## src/hw/global_config_pkg.sv

```systemverilog
// Purpose: constants for the global configuration register block
// Assumes: one 17-bit register at offset 0x00 on the serial register port
// Notes:   address, width, bit positions, reset value, index position and sync stages
package global_config_pkg;

	localparam int          cfg_width        = 17;
	localparam logic [6:0]  global_cfg_addr  = 7'h00;
	localparam logic [16:0] global_cfg_reset = 17'h00000;

	// field positions
	localparam int bit_analog_ref      = 0;
	localparam int bit_internal_sense  = 1;
	localparam int bit_quiet_pwm       = 2;
	localparam int bit_enc_commutation = 3;
	localparam int bit_invert_dir      = 4;
	localparam int bit_a_fault         = 5;
	localparam int bit_a_prewarn       = 6;
	localparam int bit_a_stall_step    = 7;
	localparam int bit_b_stall_dir     = 8;
	localparam int bit_b_index         = 9;
	localparam int bit_b_chopper_on    = 10;
	localparam int bit_b_skip_toggle   = 11;
	localparam int bit_a_pushpull      = 12;
	localparam int bit_b_pushpull      = 13;

	localparam logic [7:0] index_position = 8'h00;
	localparam int         sync_stages    = 3;

endpackage

```

## src/hw/global_config_register.sv

```systemverilog
// Purpose: global configuration register and diagnostic pin routing
// Assumes: register port write/read strobes come from the serial interface on ref_clk
// Notes:   external_step_mode_select arrives from a pin and is synchronised
`timescale 1ns/10ps

// What this block does
// - bit 0 selects analog input current reference
// - bit 1 selects internal sense resistors
// - bit 2 enables quiet pwm; standstill only
// - bit 4 inverts motor direction
// - mode high, bit 5: pin a on faults
// - pin a active during reset
// - mode high, bit 6: pin a on prewarning
// - mode high, bit 7: pin a on stall
// - mode low: pin a interrupt or step
// - mode high, bit 8: pin b on stall
// - mode low: pin b compare or direction
// - mode high, bit 9: pin b at index
// - mode high, bit 10: pin b chopper on
// - mode high, bit 11: pin b toggles on skip
// - register clears to zero at reset
// - pin a open collector active low default
module global_config_register (
	// clock and reset
	input  wire logic        ref_clk,
	input  wire logic        rst_n,
	// register port
	input  wire logic [6:0]  reg_addr,
	input  wire logic        reg_write,
	input  wire logic [16:0] reg_wdata,
	output logic      [31:0] reg_rdata,
	// configuration to the core
	output logic             analog_reference_sel,
	output logic             internal_sense_sel,
	output logic             quiet_pwm_enable,
	output logic             encoder_commutation,
	output logic             invert_direction,
	// event sources
	input  wire logic        external_step_mode_select,
	input  wire logic        overtemperature,
	input  wire logic        short_to_ground,
	input  wire logic        prewarning,
	input  wire logic        stall,
	input  wire logic        interrupt_req,
	input  wire logic        step_toggle,
	input  wire logic        motor_direction,
	input  wire logic        position_compare,
	input  wire logic        standstill,
	input  wire logic [7:0]  microstep_position,
	input  wire logic        chopper_on_second_half,
	input  wire logic        lost_step_inc,
	// diagnostic pins
	output logic             event_pin_a_pad_o,
	output logic             event_pin_a_pad_oe,
	output logic             event_pin_b_o,
	output logic             event_pin_b_oe
);

	// ****************
	// register
	// ****************
	logic [16:0] cfg_q;
	logic [16:0] cfg_d;

	always_comb begin
		cfg_d = reg_wdata;
		// off to on of quiet pwm only at standstill
		if (!cfg_q[global_config_pkg::bit_quiet_pwm] && !standstill) begin
			cfg_d[global_config_pkg::bit_quiet_pwm] = 1'b0;
		end
	end

	always_ff @(posedge ref_clk) begin
		if (!rst_n) begin
			cfg_q <= global_config_pkg::global_cfg_reset;
		end else if (reg_write && reg_addr == global_config_pkg::global_cfg_addr) begin
			cfg_q <= cfg_d;
		end
	end

	always_comb begin
		reg_rdata = 32'h00000000;
		if (reg_addr == global_config_pkg::global_cfg_addr) begin
			reg_rdata[16:0] = cfg_q;
		end
	end

	assign analog_reference_sel = cfg_q[global_config_pkg::bit_analog_ref];
	assign internal_sense_sel   = cfg_q[global_config_pkg::bit_internal_sense];
	assign quiet_pwm_enable     = cfg_q[global_config_pkg::bit_quiet_pwm];
	assign encoder_commutation  = cfg_q[global_config_pkg::bit_enc_commutation];
	assign invert_direction     = cfg_q[global_config_pkg::bit_invert_dir];

	// ****************
	// mode pin sync
	// ****************
	logic [2:0] mode_sync_q;
	logic       mode_q;

	always_ff @(posedge ref_clk) begin
		if (!rst_n) begin
			mode_sync_q <= 3'h0;
		end else begin
			mode_sync_q <= {mode_sync_q[1:0], external_step_mode_select};
		end
	end

	// a level counts only once both late stages agree; a short glitch is dropped
	always_ff @(posedge ref_clk) begin
		if (!rst_n) begin
			mode_q <= 1'b0;
		end else if (mode_sync_q[1] == mode_sync_q[2]) begin
			mode_q <= mode_sync_q[2];
		end
	end

	// ****************
	// skip toggle
	// ****************
	// toggles even while bit 11 is clear; only the pin view is gated
	logic skip_q;

	always_ff @(posedge ref_clk) begin
		if (!rst_n) begin
			skip_q <= 1'b0;
		end else if (lost_step_inc) begin
			skip_q <= ~skip_q;
		end
	end

	// ****************
	// pin a routing
	// ****************
	logic a_act_d;
	logic a_act_q;

	always_comb begin
		a_act_d = 1'b0;
		if (mode_q) begin
			if (cfg_q[global_config_pkg::bit_a_fault]
			    && (overtemperature || short_to_ground)) begin
				a_act_d = 1'b1;
			end
			if (cfg_q[global_config_pkg::bit_a_prewarn] && prewarning) begin
				a_act_d = 1'b1;
			end
			if (cfg_q[global_config_pkg::bit_a_stall_step] && stall) begin
				a_act_d = 1'b1;
			end
		end else begin
			// step level passes through; the external driver steps on both edges
			a_act_d = cfg_q[global_config_pkg::bit_a_stall_step]
			          ? step_toggle : interrupt_req;
		end
	end

	// active in reset whatever the configuration says
	always_ff @(posedge ref_clk) begin
		if (!rst_n) begin
			a_act_q <= 1'b1;
		end else begin
			a_act_q <= a_act_d;
		end
	end

	// ****************
	// pin b routing
	// ****************
	logic b_act_d;
	logic b_act_q;

	always_comb begin
		b_act_d = 1'b0;
		if (mode_q) begin
			if (cfg_q[global_config_pkg::bit_b_stall_dir] && stall) begin
				b_act_d = 1'b1;
			end
			if (cfg_q[global_config_pkg::bit_b_index]
			    && microstep_position == global_config_pkg::index_position) begin
				b_act_d = 1'b1;
			end
			if (cfg_q[global_config_pkg::bit_b_chopper_on] && chopper_on_second_half) begin
				b_act_d = 1'b1;
			end
			if (cfg_q[global_config_pkg::bit_b_skip_toggle] && skip_q) begin
				b_act_d = 1'b1;
			end
		end else begin
			b_act_d = cfg_q[global_config_pkg::bit_b_stall_dir]
			          ? motor_direction : position_compare;
		end
	end

	always_ff @(posedge ref_clk) begin
		if (!rst_n) begin
			b_act_q <= 1'b0;
		end else begin
			b_act_q <= b_act_d;
		end
	end

	// ****************
	// pad drive
	// ****************
	// open collector pulls low when active; push-pull drives high when active
	always_comb begin
		if (cfg_q[global_config_pkg::bit_a_pushpull]) begin
			event_pin_a_pad_o  = a_act_q;
			event_pin_a_pad_oe = 1'b1;
		end else begin
			event_pin_a_pad_o  = 1'b0;
			event_pin_a_pad_oe = a_act_q;
		end
	end

	always_comb begin
		if (cfg_q[global_config_pkg::bit_b_pushpull]) begin
			event_pin_b_o  = b_act_q;
			event_pin_b_oe = 1'b1;
		end else begin
			event_pin_b_o  = 1'b0;
			event_pin_b_oe = b_act_q;
		end
	end

endmodule

```

## config.mk

```make
export PLATFORM = sky130hd
export DESIGN_NAME = global_config_register
export DESIGN_NICKNAME = d
export VERILOG_FILES = /design/src/hw/global_config_pkg.sv /design/src/hw/global_config_register.sv
export SDC_FILE = /design/constraint.sdc
export NUM_CORES = 1
export LEC_CHECK = 0
export BUFFER_PORTS_ARGS = -buffer_cell sky130_fd_sc_hd__buf_2
export CAP_MARGIN = 10
export CORE_MARGIN = 5
export CORE_UTILIZATION = 37
export DETAILED_ROUTE_END_ITERATION = 8
export PLACE_DENSITY = 0.77
export SLEW_MARGIN = 0
export SYNTH_ARGS = -nofsm -noshare
export SYNTH_HDL_FRONTEND = slang
export SYNTH_SLANG_ARGS = --single-unit
export TNS_END_PERCENT = 30
```

## constraint.sdc

```tcl
create_clock -name ref_clk -period 1.5 [get_ports ref_clk]
set_input_delay 0.225 -clock ref_clk [delete_from_list [all_inputs] [get_ports ref_clk]]
set_output_delay 0.225 -clock ref_clk [all_outputs]
set_load 0.02 [all_outputs]
```

Word-level counts from Yosys, hierarchy flattened
Cells that the tools add are included.

cells by class
  multiplexer cells = 17
  equality and inequality tests = 1
  reductions and logical operators = 14
  bitwise gates (word level) = 1

operator list
  kind                 count
  two-way mux 17 bit   1
  two-way mux 1 bit    16
  logical AND 1 bit    9
  logical NOT 8 bit    1
  logical NOT 7 bit    1
  logical NOT 1 bit    2
  equality test 1 bit  1
  logical OR 1 bit     1
  inverter 1 bit       1

word-level totals
  flip-flop bits (word level) = 24
  input port bits = 47
  word-level logic and storage cells = 39
  output and inout port bits = 41

Longest topological paths before layout
Gate-level depths: netlist (run 1).

  depth after elaboration = 6
  gate-level depth with buffers = 5
  depth with buffers taken out = 3

Worst setup path before layout (run 1)
OpenSTA, ideal clock, no wires.

  kind = input-to-output
  start = in reg_addr[4]
  end = out reg_rdata[10]
  cell stages on the path = 5
  arrival = 1.504 ns
  data required time = 1.275 ns
  slack = -0.229 ns
  path buffers = 2
  path through = or4_4 -> buf_6 -> nor4_4 -> buf_6 -> and2_1

between the ends
  cells in the longest elaborated chain, start to end = 2

ends and longest elaborated chain
  item                RTL line                      RTL
  start: declaration  global_config_register.sv:28  input wire logic [6:0] reg_addr,
  logical NOT 7 bit   global_config_register.sv:83  if (reg_addr == global_config_pkg::global_cfg_addr) begin
  two-way mux 17 bit  global_config_register.sv:83
  end: declaration    global_config_register.sv:31  output logic [31:0] reg_rdata,

No other way between the ends.

Final worst setup path (run 1)
  start = in reg_addr[4]
  end = out reg_rdata[8]

Same word-level chain as after synthesis.

==> results of run 1 <==
sequential cells by signal, summed over array words and instances (netlist names):
| signal | count |
|---|---|
| b_act_q | 1 |
| skip_q | 1 |
| mode_q | 1 |
| cfg_q | 17 |
| mode_sync_q | 3 |
| a_act_q | 1 |
worst max-delay path, cell delays in order:
cell    delay [ns]
buf_6         0.09
or4_4         0.55
nor4_4        0.17
buf_4         0.20
and2_2        0.15
buf_4         0.13
routing by layer:
| layer | up-vias | routed length, um |
|---|---|---|
| met5 | - | 0 |
| met4 | 0 | 42 |
| met3 | 4 | 253 |
| met2 | 48 | 1920 |
| met1 | 586 | 1440 |
| li1 | 648 | - |
cell families after synthesis:
group           share of synthesized area [%]
other cells                             0.290
mux                                     0.872
xor+xnor                                0.678
compound gates                           21.1
buf+inv                                  12.7
simple gates                             27.1
flops                                    37.2
power groups by stage:
stage / Clock [uW] / Sequential, uW / Combinational (uW)
floorplan: 0 / 666 / 113
global placement: 0 / 666 / 179
detailed placement: 0 / 666 / 182
CTS: 476 / 652 / 184
global route: 498 / 654 / 200
finish: 457 / 652 / 184
synth_stat cells:
master | count | area (um^2)
nor4_2 | 1 | 12.5
nor2_1 | 3 | 11.3
or4_4 | 1 | 11.3
dfxtp_1 | 24 | 480
a22oi_1 | 2 | 15.0
nor2b_1 | 1 | 6.26
buf_2 | 2 | 10.0
or4b_1 | 1 | 10.0
a211oi_1 | 1 | 7.51
o31ai_1 | 1 | 7.51
nor4_1 | 1 | 6.26
nor4_4 | 1 | 21.3
buf_4 | 15 | 113
conb_1 | 1 | 3.75
o21ai_1 | 9 | 45.0
and3_1 | 1 | 6.26
mux2_2 | 1 | 11.3
xor2_1 | 1 | 8.76
a41oi_1 | 1 | 8.76
nand2_1 | 2 | 7.51
buf_6 | 2 | 22.5
a21boi_1 | 16 | 120
and2_1 | 23 | 144
a21boi_0 | 1 | 7.51
o21ai_0 | 11 | 55.1
nor4b_2 | 1 | 15.0
or2_2 | 2 | 12.5
a31oi_1 | 1 | 6.26
clkbuf_1 | 5 | 18.8
nand4_1 | 1 | 6.26
nand3_1 | 16 | 80.1
area by class of cell:
cell class	count	area (um^2)	area share, %
multi-input cells	115	736	38.9
flip-flops and latches	24	480	25.4
clock buffers	3	22.5	1.19
clock inverters	1	30.0	1.59
well taps	46	57.6	3.04
repair buffers	82	566	29.9
what timing repair did:
| item | CTS | global route |
|---|---|---|
| resized for setup | 34 | 2 |
| setup endpoints to repair | 17 | 17 |
| pin swaps | 0 | 2 |
path summary, 6_finish.rpt:
path / startpoint / end / slack (ns) / cells after the start
worst max-delay path: reg_addr[4] / reg_rdata[8] / -0.24 / 6
worst min-delay path: external_step_mode_select / mode_sync_q[0] / 0.13 / 2
worst max register to register: cfg_q[8] / b_act_q / 0.47 / 3
worst min register to register: mode_sync_q[0] / mode_sync_q[1] / 0.45 / 1
per-stage QoR:
step	instance area, um^2	worst slack, ns	hold slack [ns]	std cells
finish	1890	-0.240	0.131	271
global route	1890	-0.304	0.120	271
CTS	1890	-0.242	0.119	271
detailed placement	1730	-0.270	0.417	267
global placement	1730	-0.243	0.418	267
floorplan	1360	-0.193	0.352	163
==> results.sh, run 1 <==
export IMPL_status="finished, violations left"
export IMPL_violations="setup timing"
export IMPL_cts_htree_levels=1
export IMPL_cts_setup_buffers=0
export IMPL_period_share_pct=116
export IMPL_grt_usage_pct=15.2
export IMPL_critPathKind="input pin to output port"
export IMPL_via_per_inst=4.75
export IMPL_boundaryPins=88
export IMPL_start_util_pct=38.4
export IMPL_rsz0062_at_grt="yes"
export IMPL_avgRoutedWirePerCell_um=13.5
export IMPL_combinationalPowerShare_pct=14.2
export IMPL_met3_usage_pct=4.36
export IMPL_ys_seq_elements=24
export IMPL_final_common_cell="buf_2"
export IMPL_dieHeight_um=69.1
export IMPL_final_util_pct=56.3
export IMPL_drt_iter0_markers=57
export IMPL_netlist_instances=149
export IMPL_syn_area_per_cell_um2=8.67
export IMPL_drc=0
export IMPL_cts_buffer_depth=2
export IMPL_ant_nets=0
export IMPL_row_count=21
export IMPL_grt_pass1_wl_um=6180
export IMPL_switching_share_pct=22.6
export IMPL_internal_power_uw=1000
export IMPL_cts_clk_slew_worst_paths_ns=0.12
export IMPL_p_switching_uw=292
export IMPL_p_leak_uw=0.000848
export IMPL_layout_area_overhead_vs_synth_pct=46.5
export IMPL_pwr_share_clk_pct=35.3
export IMPL_slew_violations=0
export IMPL_tritoncts="built"
export IMPL_clock_sinks=24
export IMPL_grt_max_degree=25
export IMPL_worst_slack_ns=-0.240
export IMPL_cp_arrival_ns=1.51
export IMPL_antenna_found_initial=0
export IMPL_hold_viol=0
export IMPL_io_buffer_count=72
export IMPL_die_area_um2=4770
export IMPL_insertion_delay_ns=0.31
export IMPL_root_buffer="clkbuf_4"
export IMPL_met1_usage_pct=17.4
export IMPL_synthDistinctLibCells=31
export IMPL_syn_area_um2=1290
export IMPL_maxCapViolations=0
export IMPL_top_usage_layer="met2"
export IMPL_num_nets_final=273
export IMPL_fill_cells=347
export IMPL_grt_pass1_vias=1334
export IMPL_gr_usage_met2_pct=28.2
export IMPL_ctsHoldBuffers=0
export IMPL_num_vias=1286
export IMPL_crit_fanout=10
export IMPL_final_cell_mix="buf_2, dfxtp_1, nand3_1, a21boi_1, buf_6"
export IMPL_firstDrtPassIters=4
export IMPL_power_uw=1290
export IMPL_core_area_um2=3360
export IMPL_start_kind="input pin"
export IMPL_p_per_area_nw_per_um2=683
export IMPL_diodes=0
export IMPL_die_x_um=69.1
export IMPL_setup_viol_count_final=17
export IMPL_cts_buffers=3
export IMPL_yosysWarnings=0
export IMPL_grt_overflow=0
export IMPL_dp_hpwl_um=2720
export IMPL_cp_end_kind="output port"
export IMPL_p_seq_share_pct=50.4
export IMPL_yosysSeqAreaShare_pct=37.2
export IMPL_drive_gt1_share_pct=46.7
export IMPL_routed_wl_um=3660
export IMPL_max_freq_mhz=575
export IMPL_fin_worst_skew_ns=0.00884
export IMPL_finalCriticalPeriod_ns=1.74
export IMPL_fin_tns_setup_ns=-3.74
export IMPL_ir_worst_vdd_mv=0.757
export IMPL_hold_path_class="input pin to flip-flop"
export IMPL_place_congestion=0.745
export IMPL_required_ns=1.27
Note: power is estimated with default switching activity, not from simulation.
==> run 2, diff against run 1 <==
CORE_MARGIN = 2   (was 5)
CORE_UTILIZATION = 41   (was 37)
PLACE_DENSITY = 0.8   (was 0.77)
clock period = 1.9 ns   (was 1.5 ns; I/O delays follow)
==> results.sh, run 2 (synthesis gave the netlist of run 1 again) <==
export IMPL_fin_tns_setup_ns=0
export IMPL_period_share_pct=98.1
export IMPL_grt_overflow=0
export IMPL_fin_worst_skew_ns=0.00756
export IMPL_num_vias=1273
export IMPL_tritoncts="built"
export IMPL_finalCriticalPeriod_ns=1.86
export IMPL_num_nets_final=270
export IMPL_setup_viol_count_final=0
export IMPL_rsz0062_at_grt="yes"
export IMPL_grt_max_degree=25
export IMPL_ant_nets=0
export IMPL_cts_clk_slew_worst_paths_ns=0.14
export IMPL_p_per_area_nw_per_um2=583
export IMPL_io_buffer_count=72
export IMPL_start_util_pct=42.6
export IMPL_die_x_um=60.1
export IMPL_die_area_um2=3610
export IMPL_core_area_um2=3030
export IMPL_stdcell_count=266
export IMPL_crit_fanout=8
export IMPL_reg_top3="cfg_q (17), mode_sync_q (3)"
export IMPL_layout_area_overhead_vs_synth_pct=35.2
export IMPL_cts_htree_levels=1
export IMPL_fin_area_um2=1750
export IMPL_start_kind="input pin"
export IMPL_grt_pass1_vias=1130
export IMPL_cts_buffers=3
export IMPL_boundaryPins=88
export IMPL_cp_end_kind="output port"
export IMPL_hold_path_class="input pin to flip-flop"
export IMPL_avgRoutedWirePerCell_um=11.9
export IMPL_slew_violations=0
export IMPL_top_register="cfg_q"
export IMPL_grt_pass1_wl_um=4770
export IMPL_hold_viol=0
export IMPL_status="complete, no violations"
export IMPL_row_count=20
export IMPL_dp_slack_ns=0.00901
export IMPL_root_buffer="clkbuf_4"
export IMPL_p_leak_uw=0.000801
export IMPL_place_congestion=0.762
export IMPL_place_inst=262
export IMPL_drive_gt1_share_pct=40.5
export IMPL_critPathKind="input pin to output port"
export IMPL_drc=0
export IMPL_grt_usage_pct=17.6
export IMPL_firstDrtPassIters=4
export IMPL_cp_arrival_ns=1.58
export IMPL_worst_slack_ns=0.0359
export IMPL_maxCapViolations=0
export IMPL_cts_buffer_depth=2
export IMPL_power_uw=1020
export IMPL_required_ns=1.62
export IMPL_insertion_delay_ns=0.32
export IMPL_routed_wl_um=3170
export IMPL_clock_sinks=24
export IMPL_ir_worst_vdd_mv=0.273
export IMPL_dieHeight_um=60.1
export IMPL_max_freq_mhz=536
export IMPL_antenna_found_initial=0
export IMPL_diodes=0
export IMPL_placed_area_um2=1660
export IMPL_drt_iter0_markers=24
export IMPL_dp_hpwl_um=2350
export IMPL_final_cell_mix="buf_2, dfxtp_1, and2_1"
export IMPL_final_common_cell="buf_2"
export IMPL_via_per_inst=4.79
export IMPL_largest_register_ffs=17
==> run 2: changes by cell type in the layout (fill, tap and decap cells not counted), sizes merged <==
cell / before / now
buf: 82 / 79
==> run 2: timing repair <==
action                     in CTS  in global routing
resized for setup               0                 13
hold buffers                    0                  0
setup endpoints to repair       0                 10
buffers inserted                0                  0
==> run 2: final cells by class <==
| cell class | count | area, um^2 |
|---|---|---|
| Clock buffer | 3 | 22.5 |
| Clock inverter | 1 | 30.0 |
| Fill cell | 303 | 1280 |
| Multi-Input combinational cell | 115 | 708 |
| Sequential cell | 24 | 480 |
| Tap cell | 44 | 55.1 |
| Timing Repair Buffer | 79 | 449 |
==> run 2: final timing paths <==
kind / from / end / slack, ns / depth (start not counted)
setup reg to reg: cfg_q[8] / b_act_q / 0.85 / 3
hold reg to reg: mode_sync_q[0] / mode_sync_q[1] / 0.45 / 1
hold / removal: external_step_mode_select / mode_sync_q[0] / 0.17 / 2
setup / recovery: reg_addr[4] / reg_rdata[15] / 0.04 / 6
==> run 2: worst max-delay path, cell delays in order <==
cell	delay [ns]
buf_2	0.11
or4_4	0.55
nor4_4	0.17
buf_4	0.19
and2_1	0.16
buf_6	0.12
==> run 2: where the power goes <==
group / total [uW] / switching [uW] / internal (uW)
logic: 132 / 75.0 / 57.1
clock network: 371 / 157 / 213
registers: 515 / 3.44 / 511
==> run 2: routing by layer <==
layer / GRT usage, % / vias up / routed length (um)
met5: 0 / - / 0
met1: 19.1 / 569 / 1310
met2: 33.4 / 61 / 1580
met3: 2.81 / 5 / 212
li1: - / 638 / -
met4: 7.30 / 0 / 56
==> run 2: per-stage QoR <==
step	util, %	hold WS [ns]
global placement	54.7	0.417
detailed placement	54.7	0.418
CTS	56.4	0.165
global route	57.6	0.146
finish	57.6	0.166
floorplan	-	0.412
